### config.mk
export PLATFORM = sky130hd
export DESIGN_NAME = acsi_channel
export DESIGN_NICKNAME = d
export VERILOG_FILES = /design/src/acsi_pkg.sv /design/src/acsi_sync.sv /design/src/acsi_channel.sv
export SDC_FILE = /design/constraint.sdc
export NUM_CORES = 1
export LEC_CHECK = 0
export BUFFER_PORTS_ARGS = -buffer_cell sky130_fd_sc_hd__clkbuf_2
export CORE_MARGIN = 2
export CORE_UTILIZATION = 45
export CTS_BUF_LIST = sky130_fd_sc_hd__clkbuf_16
export CTS_CLUSTER_DIAMETER = 120
export CTS_CLUSTER_SIZE = 20
export DETAILED_ROUTE_END_ITERATION = 16
export GPL_ROUTABILITY_DRIVEN = 0
export PLACE_DENSITY_LB_ADDON = 0.2
export REMOVE_ABC_BUFFERS = 1
export SYNTH_ARGS = -nofsm -noshare
export SYNTH_HDL_FRONTEND = slang
export SYNTH_HIERARCHICAL = 1
export SYNTH_SLANG_ARGS = --single-unit
### constraint.sdc
create_clock -name sys_clk -period 3.2 [get_ports sys_clk]
set_clock_uncertainty 0.2 [all_clocks]
set_input_delay 0.16 -clock sys_clk [delete_from_list [all_inputs] [get_ports sys_clk]]
set_output_delay 0.16 -clock sys_clk [all_outputs]
set_load 0.05 [all_outputs]
### src/acsi_pkg.sv
// Package for the async channel status and interrupt block.
// Assumes one 200 MHz system clock shared by every user of these constants.
package acsi_pkg;
   // Register indices on the plain register port
   localparam logic [2:0] ADDR_STATUS  = 3'h0;  // read main_status_reg, write command_pointer_reg
   localparam logic [2:0] ADDR_SPECIAL = 3'h1;  // read special_receive_status_reg, write interrupt_mode_reg
   localparam logic [2:0] ADDR_VECTOR  = 3'h2;  // read vector_readback_reg, write vector_base_reg
   localparam logic [2:0] ADDR_DATA    = 3'h3;  // read receive data, write transmit data
   localparam logic [2:0] ADDR_CTRL    = 3'h4;  // receive / transmit / auto enables
   // main_status_reg bits
   localparam int ST_RX_AVAIL = 0;
   localparam int ST_INT_PEND = 1;
   localparam int ST_TX_EMPTY = 2;
   localparam int ST_CARRIER  = 3;
   localparam int ST_SYNC     = 4;
   localparam int ST_CTS      = 5;
   localparam int ST_BREAK    = 7;
   // special_receive_status_reg bits
   localparam int SR_ALL_SENT = 0;
   localparam int SR_PARITY   = 4;
   localparam int SR_OVERRUN  = 5;
   localparam int SR_FRAMING  = 6;
   // interrupt_mode_reg bits
   localparam int IM_EXT_EN   = 0;
   localparam int IM_TX_EN    = 1;
   localparam int IM_SAV      = 2;
   localparam int IM_RX_LO    = 3;
   // Control register bits
   localparam int CT_RX_EN    = 0;
   localparam int CT_TX_EN    = 1;
   localparam int CT_AUTO     = 2;
   // Command field of command_pointer_reg
   localparam int CMD_LO = 3;
   localparam logic [2:0] CMD_RESET_EXT   = 3'h2;
   localparam logic [2:0] CMD_CHAN_RESET  = 3'h3;
   localparam logic [2:0] CMD_RESET_TXP   = 3'h5;
   localparam logic [2:0] CMD_ERROR_RESET = 3'h6;
   // Receive interrupt modes
   typedef enum logic [1:0] {ACSI_RX_OFF, ACSI_RX_FIRST, ACSI_RX_ALL_NOPAR, ACSI_RX_ALL} acsi_rxmode_t;
   // Vector causes, in vector bits 2:1
   localparam logic [1:0] CAUSE_TX      = 2'h0;
   localparam logic [1:0] CAUSE_EXT     = 2'h1;
   localparam logic [1:0] CAUSE_RX      = 2'h2;
   localparam logic [1:0] CAUSE_SPECIAL = 2'h3;
   // Reset values
   localparam logic [7:0] RST_BYTE   = 8'h00;
   localparam logic [2:0] RST_CTRL   = 3'h0;
   // Timing
   localparam int SYS_CLK_MHZ    = 200;
   localparam int DCD_MIN_NS     = 200;   // least carrier pulse that is reported
   localparam int DCD_MIN_CYCLES = (DCD_MIN_NS * SYS_CLK_MHZ + 999) / 1000;
   localparam int BREAK_EDGES    = 10;    // link clock edges of low data that make a break
   localparam int RX_DEPTH       = 3;
   // Buffered receive character with its own error flags
   typedef struct packed {
      logic [7:0] data;
      logic       framing;
      logic       overrun;
      logic       parity;
   } acsi_rxent_t;
   // External/status inputs as seen by software
   typedef struct packed {
      logic brk;
      logic cts;
      logic dcd;
      logic sync;
   } acsi_ext_t;
endpackage : acsi_pkg

### src/acsi_sync.sv
// Two-flop synchroniser for pins entering the system clock domain.
// Assumes the inputs are asynchronous levels; first stage is read only by the second.
`timescale 1ns/1ps
`default_nettype none
module acsi_sync #(
   parameter int W = 1
) (
   input  wire logic         sys_clk,
   input  wire logic         rst,
   input  wire logic [W-1:0] d,
   output logic      [W-1:0] q
);
   logic [W-1:0] meta;

   always_ff @(posedge sys_clk) begin
      if (rst) begin
         meta <= '1;
         q    <= '1;
      end else begin
         meta <= d;
         q    <= meta;
      end
   end
endmodule : acsi_sync
`default_nettype wire

### src/acsi_channel.sv
// Status, receive error buffering and vectored interrupt logic of one async channel.
// Assumes a framer on sys_clk delivers characters, and the second channel feeds sav_in.
// Function
// RULE1: enabled external interrupt sets break bit 7 and requests interrupt on break.
// RULE2: after break report, interrupt again with break bit 0 when break ends.
// RULE3: host resets external/status interrupt after break start and again after end.
// RULE4: carrier inactive longer than minimum width raises external interrupt, carrier bit 0.
// RULE5: carrier status bit reads inverse of active-low carrier pin.
// RULE6: status read after data read shows next buffered character's flags.
// RULE7: first-character mode freezes errored character and flags until error reset.
// RULE8: every-character mode gives a different vector when current character has errors.
// RULE9: overrun overwrites the last buffered character with the newest one.
// RULE10: overwriting character reads with overrun flag and special vector if enabled.
// RULE11: receive-available bit 0 clears once the buffers are read empty.
// RULE12: transmit-empty bit reads 1 whenever transmit buffer is empty.
// RULE13: host polls transmit-empty before writing and receive-available before reading.
// RULE14: status-affects-vector modifies vector by rx, tx, external and special causes.
// RULE15: vector encodes channel and cause giving eight distinct routines.
// RULE16: status-affects-vector set only by second channel, governs both channels.
// RULE17: auto enables gate transmitter by clear-to-send and receiver by carrier.
// RULE18: transmit interrupts arise only when a filled buffer empties.
// RULE19: all-sent bit true only when transmission fully completed.
// RULE20: external interrupt on clear-to-send, carrier, sync changes and break.
// RULE21: acknowledge cycle returns possibly modified vector.
// RULE22: without native acknowledge, external logic reads vector register and returns it.
// RULE23: parity error latches until error reset command.
// RULE24: framing flag only for its character; adds half bit before start search.
// RULE25: three buffered characters, each with flags loaded with the character.
// RULE26: status captures external bits at interrupt until reset-external command.
//
// The placing of the registers and the plain strobed port were chosen for this implementation.
`timescale 1ns/1ps
`default_nettype none
module acsi_channel #(
   parameter bit CHAN_B    = 1'b1,
   parameter int DEPTH     = acsi_pkg::RX_DEPTH,
   parameter int DCD_CYCLES = acsi_pkg::DCD_MIN_CYCLES,
   parameter int BRK_EDGES = acsi_pkg::BREAK_EDGES
) (
   input  wire logic                 sys_clk,
   input  wire logic                 rst,
   input  wire logic [2:0]           reg_addr,
   input  wire logic [7:0]           reg_wdata,
   input  wire logic                 reg_wr,
   input  wire logic                 reg_rd,
   output logic      [7:0]           reg_rdata,
   input  wire logic                 int_ack,
   output logic      [7:0]           ack_vector,
   output logic                      ack_valid,
   output logic                      int_req,
   input  wire logic                 sav_in,
   output logic                      sav_out,
   input  wire logic                 rx_clk_pin,
   input  wire logic                 rxd_pin,
   input  wire logic                 cts_in_n,
   input  wire logic                 carrier_detect_in_n,
   input  wire logic                 sync_in_n,
   input  wire logic                 rx_char_valid,
   input  wire acsi_pkg::acsi_rxent_t rx_char,
   output logic                      rx_run,
   output logic                      rx_search_hold,
   output logic                      tx_char_valid,
   input  wire logic                 tx_char_ready,
   output logic      [7:0]           tx_char,
   input  wire logic                 tx_shift_busy,
   output logic                      tx_run
);
   localparam int CW = $clog2(DEPTH + 1);
   localparam logic [CW-1:0] FULL = CW'(DEPTH);
   localparam logic [15:0] DCD_LAST = 16'(DCD_CYCLES - 1);

   logic [4:0]            pins_s;
   logic                  clk_d;
   logic [7:0]            imr;
   logic [7:0]            vbase;
   logic [2:0]            ctrl;
   acsi_pkg::acsi_rxent_t fifo [DEPTH];
   logic [CW-1:0]         cnt;
   logic [CW-1:0]         wr_idx;
   logic                  frozen, frz_rel, par_stk, ovr_stk, first_arm, first_pend;
   logic                  brk_live, dcd_filt, ext_pend, tx_full, tx_pend;
   logic [3:0]            brk_cnt;
   logic [15:0]           dcd_cnt;
   acsi_pkg::acsi_ext_t   ext_live, ext_lat;
   logic                  wr_cmd, cmd_ext, cmd_err, cmd_txp, chan_clr;
   logic                  push, pop, full, handoff, special, rx_int, sav;
   logic                  head_err, lk_rise, lk_fall;
   logic [1:0]            cause;
   logic [7:0]            vector, main_status, special_status;
   acsi_pkg::acsi_rxmode_t rx_mode;

   acsi_sync #(.W(5)) u_sync (
      .sys_clk (sys_clk),
      .rst     (rst),
      .d       ({rx_clk_pin, rxd_pin, cts_in_n, carrier_detect_in_n, sync_in_n}),
      .q       (pins_s)
   );

   // Decoded commands
   assign wr_cmd   = reg_wr && (reg_addr == acsi_pkg::ADDR_STATUS);
   assign cmd_ext  = wr_cmd && (reg_wdata[acsi_pkg::CMD_LO +: 3] == acsi_pkg::CMD_RESET_EXT);
   assign cmd_err  = wr_cmd && (reg_wdata[acsi_pkg::CMD_LO +: 3] == acsi_pkg::CMD_ERROR_RESET);
   assign cmd_txp  = wr_cmd && (reg_wdata[acsi_pkg::CMD_LO +: 3] == acsi_pkg::CMD_RESET_TXP);
   assign chan_clr = rst || (wr_cmd && (reg_wdata[acsi_pkg::CMD_LO +: 3] == acsi_pkg::CMD_CHAN_RESET));
   assign rx_mode  = acsi_pkg::acsi_rxmode_t'(imr[acsi_pkg::IM_RX_LO +: 2]);

   // Software-written configuration
   always_ff @(posedge sys_clk) begin
      if (chan_clr) begin
         imr   <= acsi_pkg::RST_BYTE;
         ctrl  <= acsi_pkg::RST_CTRL;
      end else if (reg_wr) begin
         case (reg_addr)
            acsi_pkg::ADDR_SPECIAL: imr  <= reg_wdata;
            acsi_pkg::ADDR_CTRL:    ctrl <= reg_wdata[2:0];
            default: ;
         endcase
      end
   end

   always_ff @(posedge sys_clk) begin
      if (rst) vbase <= acsi_pkg::RST_BYTE;
      else if (reg_wr && reg_addr == acsi_pkg::ADDR_VECTOR) vbase <= reg_wdata;
   end

   // Auto enables
   assign rx_run = ctrl[acsi_pkg::CT_RX_EN] && (!ctrl[acsi_pkg::CT_AUTO] || dcd_filt);   // [RULE17]
   assign tx_run = ctrl[acsi_pkg::CT_TX_EN] && (!ctrl[acsi_pkg::CT_AUTO] || !pins_s[2]); // [RULE17]

   // Link clock edges from the sampled pin
   always_ff @(posedge sys_clk) begin
      if (rst) clk_d <= 1'b1;
      else clk_d <= pins_s[4];
   end
   assign lk_rise = pins_s[4] && !clk_d;
   assign lk_fall = !pins_s[4] && clk_d;

   // Break: data low over several link clock edges, ends on a high sample
   always_ff @(posedge sys_clk) begin
      if (chan_clr) begin
         brk_cnt  <= 4'h0;
         brk_live <= 1'b0;
      end else if (lk_rise) begin
         if (pins_s[3]) begin
            brk_cnt  <= 4'h0;
            brk_live <= 1'b0;                                  // [RULE2]
         end else if (brk_cnt == 4'(BRK_EDGES - 1)) begin
            brk_live <= 1'b1;                                  // [RULE1]
         end else begin
            brk_cnt <= brk_cnt + 4'h1;
         end
      end
   end

   // Framing error holds off start search until the next falling link clock edge
   always_ff @(posedge sys_clk) begin
      if (chan_clr) rx_search_hold <= 1'b0;
      else if (rx_char_valid && rx_run && rx_char.framing) rx_search_hold <= 1'b1;   // [RULE24]
      else if (lk_fall) rx_search_hold <= 1'b0;
   end

   // Carrier filter: reported level changes only after the minimum pulse
   always_ff @(posedge sys_clk) begin
      if (rst) begin
         dcd_cnt  <= 16'h0000;
         dcd_filt <= 1'b0;
      end else if (dcd_filt == !pins_s[1]) begin
         dcd_cnt <= 16'h0000;
      end else if (dcd_cnt == DCD_LAST) begin
         dcd_filt <= !pins_s[1];                               // [RULE4] [RULE5]
         dcd_cnt  <= 16'h0000;
      end else begin
         dcd_cnt <= dcd_cnt + 16'h0001;
      end
   end

   assign ext_live = '{brk: brk_live, cts: !pins_s[2], dcd: dcd_filt, sync: !pins_s[0]};

   // External/status latch follows live bits until an interrupt freezes it
   always_ff @(posedge sys_clk) begin
      if (chan_clr) begin
         ext_pend <= 1'b0;
         ext_lat  <= '0;
      end else if (!ext_pend && imr[acsi_pkg::IM_EXT_EN] && ext_live != ext_lat) begin
         ext_pend <= 1'b1;                                     // [RULE20] [RULE26]
         ext_lat  <= ext_live;                                 // [RULE1] [RULE2] [RULE4]
      end else if (cmd_ext) begin
         ext_pend <= 1'b0;                                     // [RULE3]
      end else if (!ext_pend) begin
         ext_lat <= ext_live;
      end
   end

   // Receive buffer with per-character flags
   assign full   = (cnt == FULL);
   assign push   = rx_char_valid && rx_run;
   assign pop    = reg_rd && (reg_addr == acsi_pkg::ADDR_DATA) && (cnt != '0) && !frozen;   // [RULE7]
   assign wr_idx = pop ? cnt - CW'(1) : (full ? FULL - CW'(1) : cnt);                       // [RULE9]

   generate
      for (genvar i = 0; i < DEPTH; i++) begin : g_ent
         always_ff @(posedge sys_clk) begin
            if (rst) begin
               fifo[i] <= '0;
            end else if (push && wr_idx == CW'(i)) begin
               fifo[i]         <= rx_char;                     // [RULE25]
               fifo[i].overrun <= full && !pop;                // [RULE9] [RULE10]
            end else if (pop && i < DEPTH - 1) begin
               fifo[i] <= fifo[(i + 1) % DEPTH];
            end
         end
      end
   endgenerate

   always_ff @(posedge sys_clk) begin
      if (chan_clr) cnt <= '0;
      else if (pop && !push) cnt <= cnt - CW'(1);              // [RULE11]
      else if (push && !pop && !full) cnt <= cnt + CW'(1);
   end

   // Latched parity and overrun; error reset loses to a new error
   always_ff @(posedge sys_clk) begin
      if (chan_clr) begin
         par_stk <= 1'b0;
         ovr_stk <= 1'b0;
      end else begin
         par_stk <= (pop && fifo[0].parity) || (par_stk && !cmd_err);    // [RULE23]
         ovr_stk <= (pop && fifo[0].overrun) || (ovr_stk && !cmd_err);
      end
   end

   assign head_err = (cnt != '0) && (fifo[0].framing || fifo[0].overrun ||
                     (fifo[0].parity && rx_mode != acsi_pkg::ACSI_RX_ALL_NOPAR));
   assign special  = head_err && rx_mode != acsi_pkg::ACSI_RX_OFF;                   // [RULE8]

   // First-character mode: arm, catch first character, freeze on error
   always_ff @(posedge sys_clk) begin
      if (chan_clr) begin
         first_arm  <= 1'b1;
         first_pend <= 1'b0;
         frozen     <= 1'b0;
         frz_rel    <= 1'b0;
      end else begin
         if (reg_wr && reg_addr == acsi_pkg::ADDR_SPECIAL) first_arm <= 1'b1;
         else if (push) first_arm <= 1'b0;
         if (push && first_arm) first_pend <= 1'b1;
         else if (pop) first_pend <= 1'b0;
         // Error reset releases the held character until it is read
         if (special && rx_mode == acsi_pkg::ACSI_RX_FIRST && !frz_rel && !cmd_err) frozen <= 1'b1;   // [RULE7]
         else if (cmd_err) frozen <= 1'b0;
         if (cmd_err && frozen) frz_rel <= 1'b1;
         else if (pop) frz_rel <= 1'b0;
      end
   end

   assign rx_int = (cnt != '0 && (rx_mode == acsi_pkg::ACSI_RX_ALL || rx_mode == acsi_pkg::ACSI_RX_ALL_NOPAR))
                   || (first_pend && rx_mode == acsi_pkg::ACSI_RX_FIRST);

   // Transmit buffer and its empty interrupt
   assign tx_char_valid = tx_full && tx_run;
   assign handoff       = tx_char_valid && tx_char_ready;
   always_ff @(posedge sys_clk) begin
      if (chan_clr) begin
         tx_full <= 1'b0;
         tx_pend <= 1'b0;
         tx_char <= acsi_pkg::RST_BYTE;
      end else if (reg_wr && reg_addr == acsi_pkg::ADDR_DATA) begin
         tx_full <= 1'b1;
         tx_char <= reg_wdata;
         tx_pend <= 1'b0;
      end else begin
         if (handoff) tx_full <= 1'b0;
         if (handoff && imr[acsi_pkg::IM_TX_EN]) tx_pend <= 1'b1;                 // [RULE18]
         else if (cmd_txp) tx_pend <= 1'b0;
      end
   end

   // Vector modification by channel and cause
   assign sav     = CHAN_B ? imr[acsi_pkg::IM_SAV] : sav_in;                    // [RULE16]
   assign sav_out = imr[acsi_pkg::IM_SAV];
   always_comb begin
      if (special) cause = acsi_pkg::CAUSE_SPECIAL;                              // [RULE10]
      else if (rx_int) cause = acsi_pkg::CAUSE_RX;
      else if (tx_pend) cause = acsi_pkg::CAUSE_TX;
      else cause = acsi_pkg::CAUSE_EXT;
   end
   assign vector = sav ? {vbase[7:4], !CHAN_B, cause, vbase[0]} : vbase;        // [RULE14] [RULE15]

   always_ff @(posedge sys_clk) begin
      if (rst) begin
         int_req    <= 1'b0;
         ack_valid  <= 1'b0;
         ack_vector <= acsi_pkg::RST_BYTE;
      end else begin
         int_req   <= special || rx_int || tx_pend || ext_pend;
         ack_valid <= int_ack;
         if (int_ack) ack_vector <= vector;                    // [RULE21]
      end
   end

   // Status images
   always_comb begin
      main_status = 8'h00;
      main_status[acsi_pkg::ST_RX_AVAIL] = (cnt != '0);                          // [RULE11]
      main_status[acsi_pkg::ST_INT_PEND] = int_req;
      main_status[acsi_pkg::ST_TX_EMPTY] = !tx_full;                             // [RULE12]
      main_status[acsi_pkg::ST_CARRIER]  = ext_lat.dcd;                          // [RULE5]
      main_status[acsi_pkg::ST_SYNC]     = ext_lat.sync;
      main_status[acsi_pkg::ST_CTS]      = ext_lat.cts;
      main_status[acsi_pkg::ST_BREAK]    = ext_lat.brk;                          // [RULE1]
      special_status = 8'h00;
      special_status[acsi_pkg::SR_ALL_SENT] = !tx_full && !tx_shift_busy;        // [RULE19]
      special_status[acsi_pkg::SR_PARITY]   = (cnt != '0 && fifo[0].parity) || par_stk;   // [RULE6]
      special_status[acsi_pkg::SR_OVERRUN]  = (cnt != '0 && fifo[0].overrun) || ovr_stk;
      special_status[acsi_pkg::SR_FRAMING]  = cnt != '0 && fifo[0].framing;      // [RULE24]
   end

   always_ff @(posedge sys_clk) begin
      if (rst) begin
         reg_rdata <= 8'h00;
      end else if (reg_rd) begin
         case (reg_addr)
            acsi_pkg::ADDR_STATUS:  reg_rdata <= main_status;
            acsi_pkg::ADDR_SPECIAL: reg_rdata <= special_status;
            acsi_pkg::ADDR_VECTOR:  reg_rdata <= vector;       // [RULE22]
            acsi_pkg::ADDR_DATA:    reg_rdata <= fifo[0].data;
            acsi_pkg::ADDR_CTRL:    reg_rdata <= {5'h00, ctrl};
            default:                reg_rdata <= 8'h00;
         endcase
      end else begin
         reg_rdata <= 8'h00;
      end
   end

   // Checks
   a_break_sets_bit: assert property (@(posedge sys_clk) disable iff (rst)   // [RULE1]
      $rose(brk_live) && imr[acsi_pkg::IM_EXT_EN] && !ext_pend && !chan_clr |=> ext_pend && ext_lat.brk)
      else $error("break start not latched");
   a_break_end_irq: assert property (@(posedge sys_clk) disable iff (rst)    // [RULE2]
      $fell(brk_live) && imr[acsi_pkg::IM_EXT_EN] && !ext_pend && !chan_clr |=> ext_pend && !ext_lat.brk)
      else $error("break end not reported");
   a_carrier_filter: assert property (@(posedge sys_clk) disable iff (rst)   // [RULE4]
      dcd_filt != !pins_s[1] && dcd_cnt == DCD_LAST |=> dcd_filt == $past(!pins_s[1]))
      else $error("carrier filter did not follow");
   a_overrun_overwrite: assert property (@(posedge sys_clk) disable iff (rst) // [RULE9]
      push && full && !pop && !chan_clr |=> cnt == FULL && fifo[DEPTH-1].overrun)
      else $error("overrun did not overwrite");
   a_frozen_holds: assert property (@(posedge sys_clk) disable iff (rst)     // [RULE7]
      frozen && !push && !chan_clr && !cmd_err ##0 reg_rd && reg_addr == acsi_pkg::ADDR_DATA |=> $stable(cnt))
      else $error("frozen character popped");
   a_tx_empty_read: assert property (@(posedge sys_clk) disable iff (rst)    // [RULE12]
      reg_rd && reg_addr == acsi_pkg::ADDR_STATUS |=> reg_rdata[acsi_pkg::ST_TX_EMPTY] == !$past(tx_full))
      else $error("tx empty bit wrong");
   a_special_vector: assert property (@(posedge sys_clk) disable iff (rst)   // [RULE8]
      int_ack && sav && special |=> ack_valid && ack_vector[2:1] == acsi_pkg::CAUSE_SPECIAL)
      else $error("special vector not returned");
   a_auto_cts_gate: assert property (@(posedge sys_clk) disable iff (rst)    // [RULE17]
      ctrl[acsi_pkg::CT_AUTO] && pins_s[2] |-> !tx_char_valid)
      else $error("transmit ran without cts");
   a_txint_after_empty: assert property (@(posedge sys_clk) disable iff (rst) // [RULE18]
      $rose(tx_pend) |-> $past(handoff))
      else $error("tx interrupt without emptying");
   c_break_cycle: cover property (@(posedge sys_clk) disable iff (rst) $rose(brk_live) ##[1:1000] $fell(brk_live));
   c_overrun: cover property (@(posedge sys_clk) disable iff (rst) push && full && !pop);
   c_freeze: cover property (@(posedge sys_clk) disable iff (rst) $rose(frozen));
   c_ack: cover property (@(posedge sys_clk) disable iff (rst) int_ack && sav ##1 ack_valid);
endmodule : acsi_channel
`default_nettype wire

## After elaboration in Yosys (flattened, before gate mapping)

Memories as Yosys holds them, arrays and structs flattened.
Index checks and enable logic that the tools add are counted.

| cells by class | value |
|---|---|
| add/sub/neg operators | 4 |
| multipliers | 0 |
| divide/modulo/power cells | 0 |
| $lt $le $gt $ge | 0 |
| eq/ne operators | 22 |
| shifts and indexed selects | 0 |
| multiplexer cells | 59 |
| bitwise operators | 14 |
| reduce and logical (&&, ||, !) cells | 99 |

Operators by type and width:

| cell | count |
|---|---|
| logical AND 1 bit | 47 |
| 2-to-1 mux 1 bit | 41 |
| one-hot mux 8 bit (5 select lines) | 1 |
| 2-to-1 mux 11 bit | 3 |
| 2-to-1 mux 4 bit | 6 |
| nonzero test 2 bit | 11 |
| 2-to-1 mux 9 bit | 2 |
| adder 16 x 1 -> 16 bit (second input constant) | 1 |
| == test 16 x 6 -> 1 bit (second input constant) | 1 |
| zero test 1 bit | 15 |
| logical OR 1 bit | 14 |
| == test 3 x 2 -> 1 bit (second input constant) | 4 |
| 2-to-1 mux 2 bit | 6 |
| bitwise OR 1 bit | 12 |
| AND reduction 2 bit | 6 |
| == test 3 bit (second input constant) | 3 |
| == test 2 bit (second input constant) | 4 |
| inequality test 2 x 1 -> 1 bit (second input constant) | 3 |
| OR reduction 2 bit | 3 |
| adder 4 x 1 -> 4 bit (second input constant) | 1 |
| == test 2 x 1 -> 1 bit (second input constant) | 2 |
| == test 4 bit (second input constant) | 1 |
| inequality test 4 bit | 1 |
| == test 3 x 1 -> 1 bit (second input constant) | 1 |
| 8 further kinds | 9 |

| word-level totals | value |
|---|---|
| bits in registers | 91 |
| latch bits | 0 |
| RAM bits | 33 |
| memory bits (read-only) | 0 |
| bits of input ports | 36 |
| output and inout bits | 31 |
| logic and storage cells | 229 |
| memories kept | 1 |

Memories:

| name | depth | bits a word | read ports | clocked after Yosys merged registers in | write ports | RTL line | text |
|---|---|---|---|---|---|---|---|
| fifo | 3 | 11 | 3 | 0 | 3 | acsi_channel.sv:77 | `acsi_pkg::acsi_rxent_t fifo [DEPTH];` |

## Longest topological paths before layout

Gate-level depths: netlist of run 1.

| depth | value |
|---|---|
| word-level depth | 13 |
| depth in mapped cells | 8 |
| depth with buffers taken out | 7 |

## Modules after synthesis

Netlist of run 1, hierarchy kept.

By module, submodules not included:

| module | times used | cells an instance | area an instance (um2) | seq. area each (um2) |
|---|---|---|---|---|
| acsi_channel | 1 | 537 | 5313.8 | 2612.5 |
| acsi_sync | 1 | 20 | 262.8 | 200.2 |

## Least setup slack after synthesis of run 1

Ideal clock, no wire load.

| timing path | value |
|---|---|
| kind | reg-to-reg |
| from | register ctrl[1] |
| to | register tx_pend |
| setup time | 86 ps |
| data arrival time | 2460 ps |
| data required time | 2914 ps |
| setup slack | 454 ps |
| stages on the path, launching flop included | 5 |
| buffers on the path | 0 |
| clock period less this slack | 2746 ps |
| cells stage by stage | dfxtp_1 > a21boi_0 > and2_1 > nand3_1 > a211oi_1 |

| between the ends | value |
|---|---|
| longest elaborated chain between the ends | 5 |
| elaborated cells between the ends (all ways) | 6 |
| those cells by class | 1 x mux; 5 x reduce/logical |

Ends and longest elaborated chain:

| element | RTL line | text |
|---|---|---|
| start, declared | acsi_channel.sv:76 | `logic [2:0] ctrl;` |
| start signal, assigned | acsi_channel.sv:111 | `ctrl <= acsi_pkg::RST_CTRL;` |
| start signal, assigned | acsi_channel.sv:115 | `acsi_pkg::ADDR_CTRL: ctrl <= reg_wdata[2:0];` |
| logical AND 1 bit (*) | acsi_channel.sv:128 | `assign tx_run = ctrl[acsi_pkg::CT_TX_EN] && (!ctrl[acsi_pkg::CT_AUTO] \|\| !pins_s[2]);` |
| via tx_run | acsi_channel.sv:66 | `output logic tx_run` |
| logical AND 1 bit (*) | acsi_channel.sv:260 | `assign tx_char_valid = tx_full && tx_run;` |
| via tx_char_valid | acsi_channel.sv:62 | `output logic tx_char_valid,` |
| logical AND 1 bit (*) | acsi_channel.sv:261 | `assign handoff = tx_char_valid && tx_char_ready;` |
| logical AND 1 bit (*) | acsi_channel.sv:273 | `if (handoff && imr[acsi_pkg::IM_TX_EN]) tx_pend <= 1'b1;` |
| 2-to-1 mux 1 bit or nonzero test 2 bit (tied branches) | -- |  |
| end signal, assigned | acsi_channel.sv:265 | `tx_pend <= 1'b0;` |
| end signal, assigned | acsi_channel.sv:273 |  |
| end signal, assigned | acsi_channel.sv:274 | `else if (cmd_txp) tx_pend <= 1'b0;` |
| end, declared | acsi_channel.sv:81 | `logic brk_live, dcd_filt, ext_pend, tx_full, tx_pend;` |

The timed path passes the listed nets; every way through them passes the cells marked *.
A chain may end at the register's enable or synchronous reset.

==> flow_metrics.py, run 1 <==
metrics = {
    "global_route": {
        "grt_pass1_wl_mm": 19.65,
        "antenna_found_initial": 0,
        "grt_max_degree": 31,
        "grt_pass1_vias": 3966,
        "grt-ovfl-total": 0,
        "grt.total_usage_pct": 19.10,
    },
    "synthesis": {
        "netlist_area_mm2": 0.005577,
        "ys_ff_latch": 124,
        "synth_warnings": 6,
        "synth-main-ff-cell": "dfxtp_1",
        "synthArstFlopShare_pct": 0,
        "yosysSeqAreaShare_pct": 50.44,
        "avgSynthCellArea_um2": 10.01,
        "synth_cells": 557,
        "netlist-cell-type-count": 66,
        "synth_edf_count": 33,
    },
    "worst_hold_path": {
        "hold_path.class": "input port to flip-flop",
        "holdPathEnd": "first_arm",
        "hold_path_depth": 4,
        "hold_path_startpoint": "rx_char_valid",
    },
    "placed_design": {
        "portBuffers": 64,
        "place_area_mm2": 0.005986,
        "dp_slack_ps": 510.2,
        "dp_hpwl_mm": 8.412,
    },
    "power_and_ir_drop": {
        "cellPowerDensity_mw_per_mm2": 547.5,
        "vdd_drop_max_uv": 318.6,
        "p_leak_nw": 2.603,
    },
    "die": {
        "io_pins": 67,
        "core-area_mm2": 0.01206,
        "dieArea_mm2": 0.01330,
        "start_util_pct": 46.23,
        "dieWidth_um": 115.3,
        "die_h_um": 115.3,
        "num_rows": 40,
    },
    "drt": {
        "vias_per_cell": 5.153,
        "drc": 0,
        "vias": 4251,
        "first_pass_iters": 4,
        "routed_wl_mm": 11.96,
        "postRouteAntennaNets": 0,
        "avgRoutedWirePerCell_um": 14.50,
        "first_iter_violations": 297,
    },
    "timing": {
        "fmax_ghz": 0.3744,
        "slew_headroom_pct": 56.23,
        "finalHoldViolations": 0,
        "drv_slew": 0,
        "layout_setup_ws_ps": 528.7,
        "rsz0062_at_grt": "no",
        "holdWs_ps": 2.566,
        "setup_viol": 0,
        "tightest_slew_ps": 654.1,
        "tns_ps": 0,
        "finalCritPeriodShare_pct": 83.48,
        "fin_crit_ps": 2671,
    },
    "setup_path": {
        "ff2ff_path_depth": 7,
        "crit_family": "simple AND/OR/NAND/NOR gates",
        "cp_cell_sequence": "inv_1 > ha_1 > or3b_4 > nor4_1 > o21ai_1 > nor2_1 > and3_1",
        "timing.reg2reg.setup_slack_ps": 530,
        "path_buf_inv": 1,
        "cp_slowest_cell": "nor2_1",
        "r2r_start": "cnt[1]",
        "cp_slowest_stage_delay_ps": 460,
        "crit_arrival_ps": 2760,
        "crit_type": "flip-flop to flip-flop",
        "crit_start": "cnt[1]",
        "reg2reg_to": "fifo[2][1]",
        "cp_max_fo": 11,
        "worst_setup_path_end_kind": "flip-flop",
        "required_ps": 3280,
        "start_kind": "flip-flop",
    },
    "run": {
        "cap_violations": 0,
    },
    "layout": {
        "drive_above_1_share_pct": 22.68,
        "finalNetCount": 687,
        "postLayoutCoreUtil_pct": 56.41,
        "area_growth_pct": 22.01,
        "layout_common_cells": "dfxtp_1, clkbuf_2, nor2_1",
        "finalInstanceArea_mm2": 0.006804,
        "antenna_cells_inserted": 0,
        "layout_commonest_cell": "dfxtp_1",
    },
    "clock_tree": {
        "h-tree-depth": 4,
        "root_buffer": "clkbuf_16",
        "ctsResizeCount": 0,
        "cts_sinks": 124,
        "clkLatencyLatePin_ps": 410,
        "cts_buffers": 17,
        "cts_buffer_depth": 2,
        "post_cts_buffers": 0,
        "cts_tree": "yes",
        "clk_pin_slew_ps": 50,
    },
    "run_status": {
        "status": "finished, final reports clean",
    },
}
kinds of logic after synthesis:
logic type	synth area share [%]
muxes	3.612
xor gates and xnor gates	3.298
adders and majority gates	1.346
buffers and inverters	3.747
DFF	50.44
AOI/OAI and AO/OA	13.26
and+or+nand+nor	24.30
tightest hold or removal path: cells and delay by family:
kind / cells / cell delay [ps]
buffers and inverters: 1 / 80
AO/OA/AOI/OAI: 1 / 110
AND/OR/NAND/NOR: 2 / 230
metrics by stage:
stage	cells	total power [W]
2_1_floorplan	529	0.001879
3_3_place_gp	767	0.001971
3_5_place_dp	767	0.001981
4_1_cts	825	0.003760
5_1_grt	825	0.003858
6_report	825	0.003725
cells in the mapped netlist (12+ instances only):
master | instances | area share [%]
a21oi_1 | 37 | 3.3
and2_1 | 12 | 1.3
dfxtp_1 | 91 | 33
edfxtp_1 | 33 | 18
mux2i_1 | 19 | 3.4
nand2_1 | 59 | 4.0
nand2b_1 | 17 | 1.9
nand3_2 | 18 | 3.2
nor2_1 | 60 | 4.0
o21ai_2 | 19 | 3.0
or2_1 | 13 | 1.5
xor2_1 | 13 | 2.0
registers in the layout, indices dropped and copies added (netlist names), 2 cells and up:
name	count
ack_vector	8
brk_cnt	4
cnt	2
ctrl	3
dcd_cnt	16
ext_lat	4
fifo	33
imr	5
reg_rdata	8
tx_char	8
u_sync/meta	5
u_sync/q	5
vbase	8
report_power, final:
group,total [W],switching [W],leakage [nW],internal (W)
Clock,0.00175,0.000652,0.291,0.00110
Sequential,0.00168,0.0000287,1.08,0.00165
Combinational,0.000295,0.000176,1.23,0.000118
Total,0.00372,0.000857,2.60,0.00287
repair_timing:
action,in CTS,in global routing
hold buffers,27,0
endpoints found under the hold margin,65,0
endpoints found under the setup margin,0,0
worst max path at each step:
stage | slack [ps] | cells past startpoint | to
floorplan | 160 | 6 | fifo[0][0]
global placement | 610 | 7 | fifo[2][1]
detailed placement | 510 | 7 | fifo[2][1]
CTS | 480 | 7 | fifo[2][1]
global route | 280 | 7 | fifo[2][1]
finish | 530 | 7 | fifo[2][1]
cell type report:
cell class                 count  area (µm²)
inverter                       8       30.03
multi-input combinational    397        2555
clock buffer                  20       500.5
clock inverter                11       47.55
sequential                   124        2813
fill                        1039        5258
tap                          168       210.2
timing repair buffer          97       648.1
layer usage:
metal / track usage [%] / wire length, µm
met4: 7.470 / 231
met1: 25.08 / 5604
met3: 4.744 / 551
met2: 30.41 / 5574
met5: 0 / 0
Power figures use the tool's default switching activity.
==> inputs of run 2 (changes only) <==
ABC_AREA = 1   (was default)
clock period = 2.6 ns   (was 3.2 ns; I/O delays follow)
==> run 2 against run 1 <==
Effect of this change: largest power group unchanged; final cell count is 17% higher; count of clock-buffer cells in the layout is 3 lower; largest cell class unchanged; area after synthesis is 0.79% lower.
==> flow_metrics.py, run 2 <==
metrics = {
    "synthesis": {
        "yosysMostFrequentCell": "nand2_1",
        "synth-main-ff-cell": "dfxtp_1",
        "synth_edf_count": 33,
        "netlist-cell-type-count": 44,
        "synth_cells": 692,
        "synthArstFlopShare_pct": 0,
        "netlist.area_leader.share_pct": 32.93,
        "yosysSeqAreaShare_pct": 50.84,
        "netlist_area_mm2": 0.005533,
        "ys_ff_latch": 124,
        "avgSynthCellArea_um2": 7.995,
        "synth_warnings": 6,
        "synth_common_cells": "nand2_1, dfxtp_1, inv_1",
        "synth_area_leaders": "dfxtp_1, edfxtp_1, nand2_1",
        "synth_top_area_cell": "dfxtp_1",
    },
    "power_and_ir_drop": {
        "cellPowerDensity_mw_per_mm2": 677.8,
        "p_leak_nw": 3.009,
        "vdd_drop_max_uv": 455.3,
    },
    "die": {
        "start_util_pct": 46.06,
        "num_rows": 40,
        "dieArea_mm2": 0.01320,
        "io_pins": 67,
        "dieWidth_um": 114.9,
        "die_h_um": 114.9,
        "core-area_mm2": 0.01201,
    },
    "timing": {
        "slew_headroom_pct": 66.15,
        "rsz0062_at_grt": "no",
        "setup_viol": 0,
        "fmax_ghz": 0.4048,
        "finalCritPeriodShare_pct": 95.01,
        "holdWs_ps": 204.5,
        "fin_crit_ps": 2470,
        "tns_ps": 0,
        "tightest_slew_ps": 506.5,
        "drv_slew": 0,
        "layout_setup_ws_ps": 129.8,
        "finalHoldViolations": 0,
    },
    "layout": {
        "area_growth_pct": 25.71,
        "layout_common_cells": "nand2_1, dfxtp_1, inv_1",
        "antenna_cells_inserted": 0,
        "top_regs": "fifo (33), dcd_cnt (16)",
        "largest_reg_flops": 33,
        "finalNetCount": 845,
        "layout_commonest_cell": "nand2_1",
        "finalInstanceArea_mm2": 0.006955,
        "largest-register": "fifo",
        "drive_above_1_share_pct": 17.52,
        "postLayoutCoreUtil_pct": 57.91,
    },
    "worst_hold_path": {
        "hold_path_depth": 2,
        "holdPathEnd": "u_sync/q[4]",
        "hold_path.class": "flip-flop to flip-flop",
        "hold_path_startpoint": "u_sync/meta[4]",
    },
    "drt": {
        "avgRoutedWirePerCell_um": 13.28,
        "drc": 0,
        "vias": 4868,
        "postRouteAntennaNets": 0,
        "vias_per_cell": 5.055,
        "first_pass_iters": 5,
        "first_iter_violations": 273,
        "routed_wl_mm": 12.79,
    },
    "clock_tree": {
        "cts_sinks": 124,
        "clkLatencyLatePin_ps": 420,
        "cts_buffers": 17,
        "cts_tree": "yes",
        "post_cts_buffers": 0,
        "root_buffer": "clkbuf_16",
        "h-tree-depth": 4,
        "cts_buffer_depth": 2,
        "clk_pin_slew_ps": 60,
    },
    "placed_design": {
        "dp_hpwl_mm": 9.138,
        "dp_slack_ps": 184.9,
        "place_area_mm2": 0.006003,
        "portBuffers": 64,
    },
    "setup_path": {
        "cp_max_fo": 10,
        "worst_setup_path_end_kind": "flip-flop",
        "r2r_start": "cnt[0]",
        "timing.reg2reg.setup_slack_ps": 190,
        "reg2reg_to": "fifo[2][10]",
        "crit_arrival_ps": 2580,
        "cp_slowest_cell": "dlygate4sd3_1",
        "start_kind": "input port",
        "crit_type": "input port to flip-flop",
        "ff2ff_path_depth": 10,
        "required_ps": 2710,
        "cp_slowest_stage_delay_ps": 550,
        "cp_cell_sequence": "dlygate4sd3_1 > clkbuf_2 > nor2_2 > nand2_2 > nor2_4 > nand2_2 > o21ai_4 > inv_4 > nand2_1 > a21oi_1 > dlygate4sd3_1",
    },
    "global_route": {
        "antenna_found_initial": 0,
        "grt_pass1_wl_mm": 21.41,
        "grt_pass1_vias": 4642,
        "grt.total_usage_pct": 20.82,
        "grt_max_degree": 45,
        "grt-ovfl-total": 0,
    },
    "run": {
        "cap_violations": 0,
    },
    "run_status": {
        "status": "finished, final reports clean",
    },
}
[run 2: layout make-up]
| class | count | area (µm²) |
|---|---|---|
| multi-input cells | 455 | 2248 |
| fillers | 1071 | 5056 |
| repair buffers | 109 | 745.7 |
| inverters | 96 | 362.8 |
| clock inverters | 15 | 176.4 |
| flip-flops and latches | 124 | 2813 |
| well taps | 147 | 183.9 |
| clock buffers | 17 | 425.4 |
[run 2: cell families after synthesis]
| family | Yosys count | share of synthesized area [%] |
|---|---|---|
| AND/OR/NAND/NOR | 346 | 28.83 |
| flip-flops | 124 | 50.84 |
| buffers and inverters | 113 | 8.526 |
| AO/OA/AOI/OAI | 97 | 9.498 |
| XOR/XNOR | 6 | 0.9498 |
| adder cells (fa/ha/maj) | 6 | 1.357 |
[run 2: where the power goes]
| part | total, W | internal, W | switching, W |
|---|---|---|---|
| Clock | 0.00236 | 0.00150 | 0.000863 |
| Combinational | 0.000298 | 0.000102 | 0.000196 |
| Sequential | 0.00205 | 0.00203 | 0.0000244 |
| Total | 0.00471 | 0.00363 | 0.00108 |
[run 2: per-stage QoR]
stage	power, W	cells
after detailed placement	0.002351	896
after floorplan	0.002242	675
after global routing	0.004883	963
after global placement	0.002345	896
final	0.004714	963
after CTS	0.004743	963
[run 2: worst max-delay path, delay by kind of cell]
family                 cells  cell delay [ps]
AOI/OAI and AO/OA          2              330
buffers and inverters      4             1350
and+or+nand+nor            5              750
[run 2: worst max path at each step]
| stage | from | to | slack [ps] | cells after the start |
|---|---|---|---|---|
| after detailed placement | cnt[0] | fifo[2][7] | 180 | 10 |
| after CTS | reg_addr[1] | tx_pend | 160 | 11 |
| final | reg_addr[1] | tx_pend | 130 | 11 |
| after global placement | cnt[0] | fifo[2][10] | 240 | 10 |
| after floorplan | dcd_filt | fifo[1][0] | 120 | 6 |
| after global routing | cnt[0] | fifo[2][10] | 2 | 10 |
[run 2: what timing repair did]
item | in CTS | in global routing
gates resized for setup | 0 | 0
hold endpoints to repair | 79 | 0
hold buffers | 35 | 0
[run 2: layer usage]
layer | track usage (%) | vias to the layer above | part of all wire [%]
met5 | 0 | - | 0
met4 | 10.44 | 0 | 2.7
met3 | 4.902 | 25 | 4.9
met2 | 33.49 | 146 | 47
met1 | 26.32 | 2208 | 46
li1 | - | 2489 | -
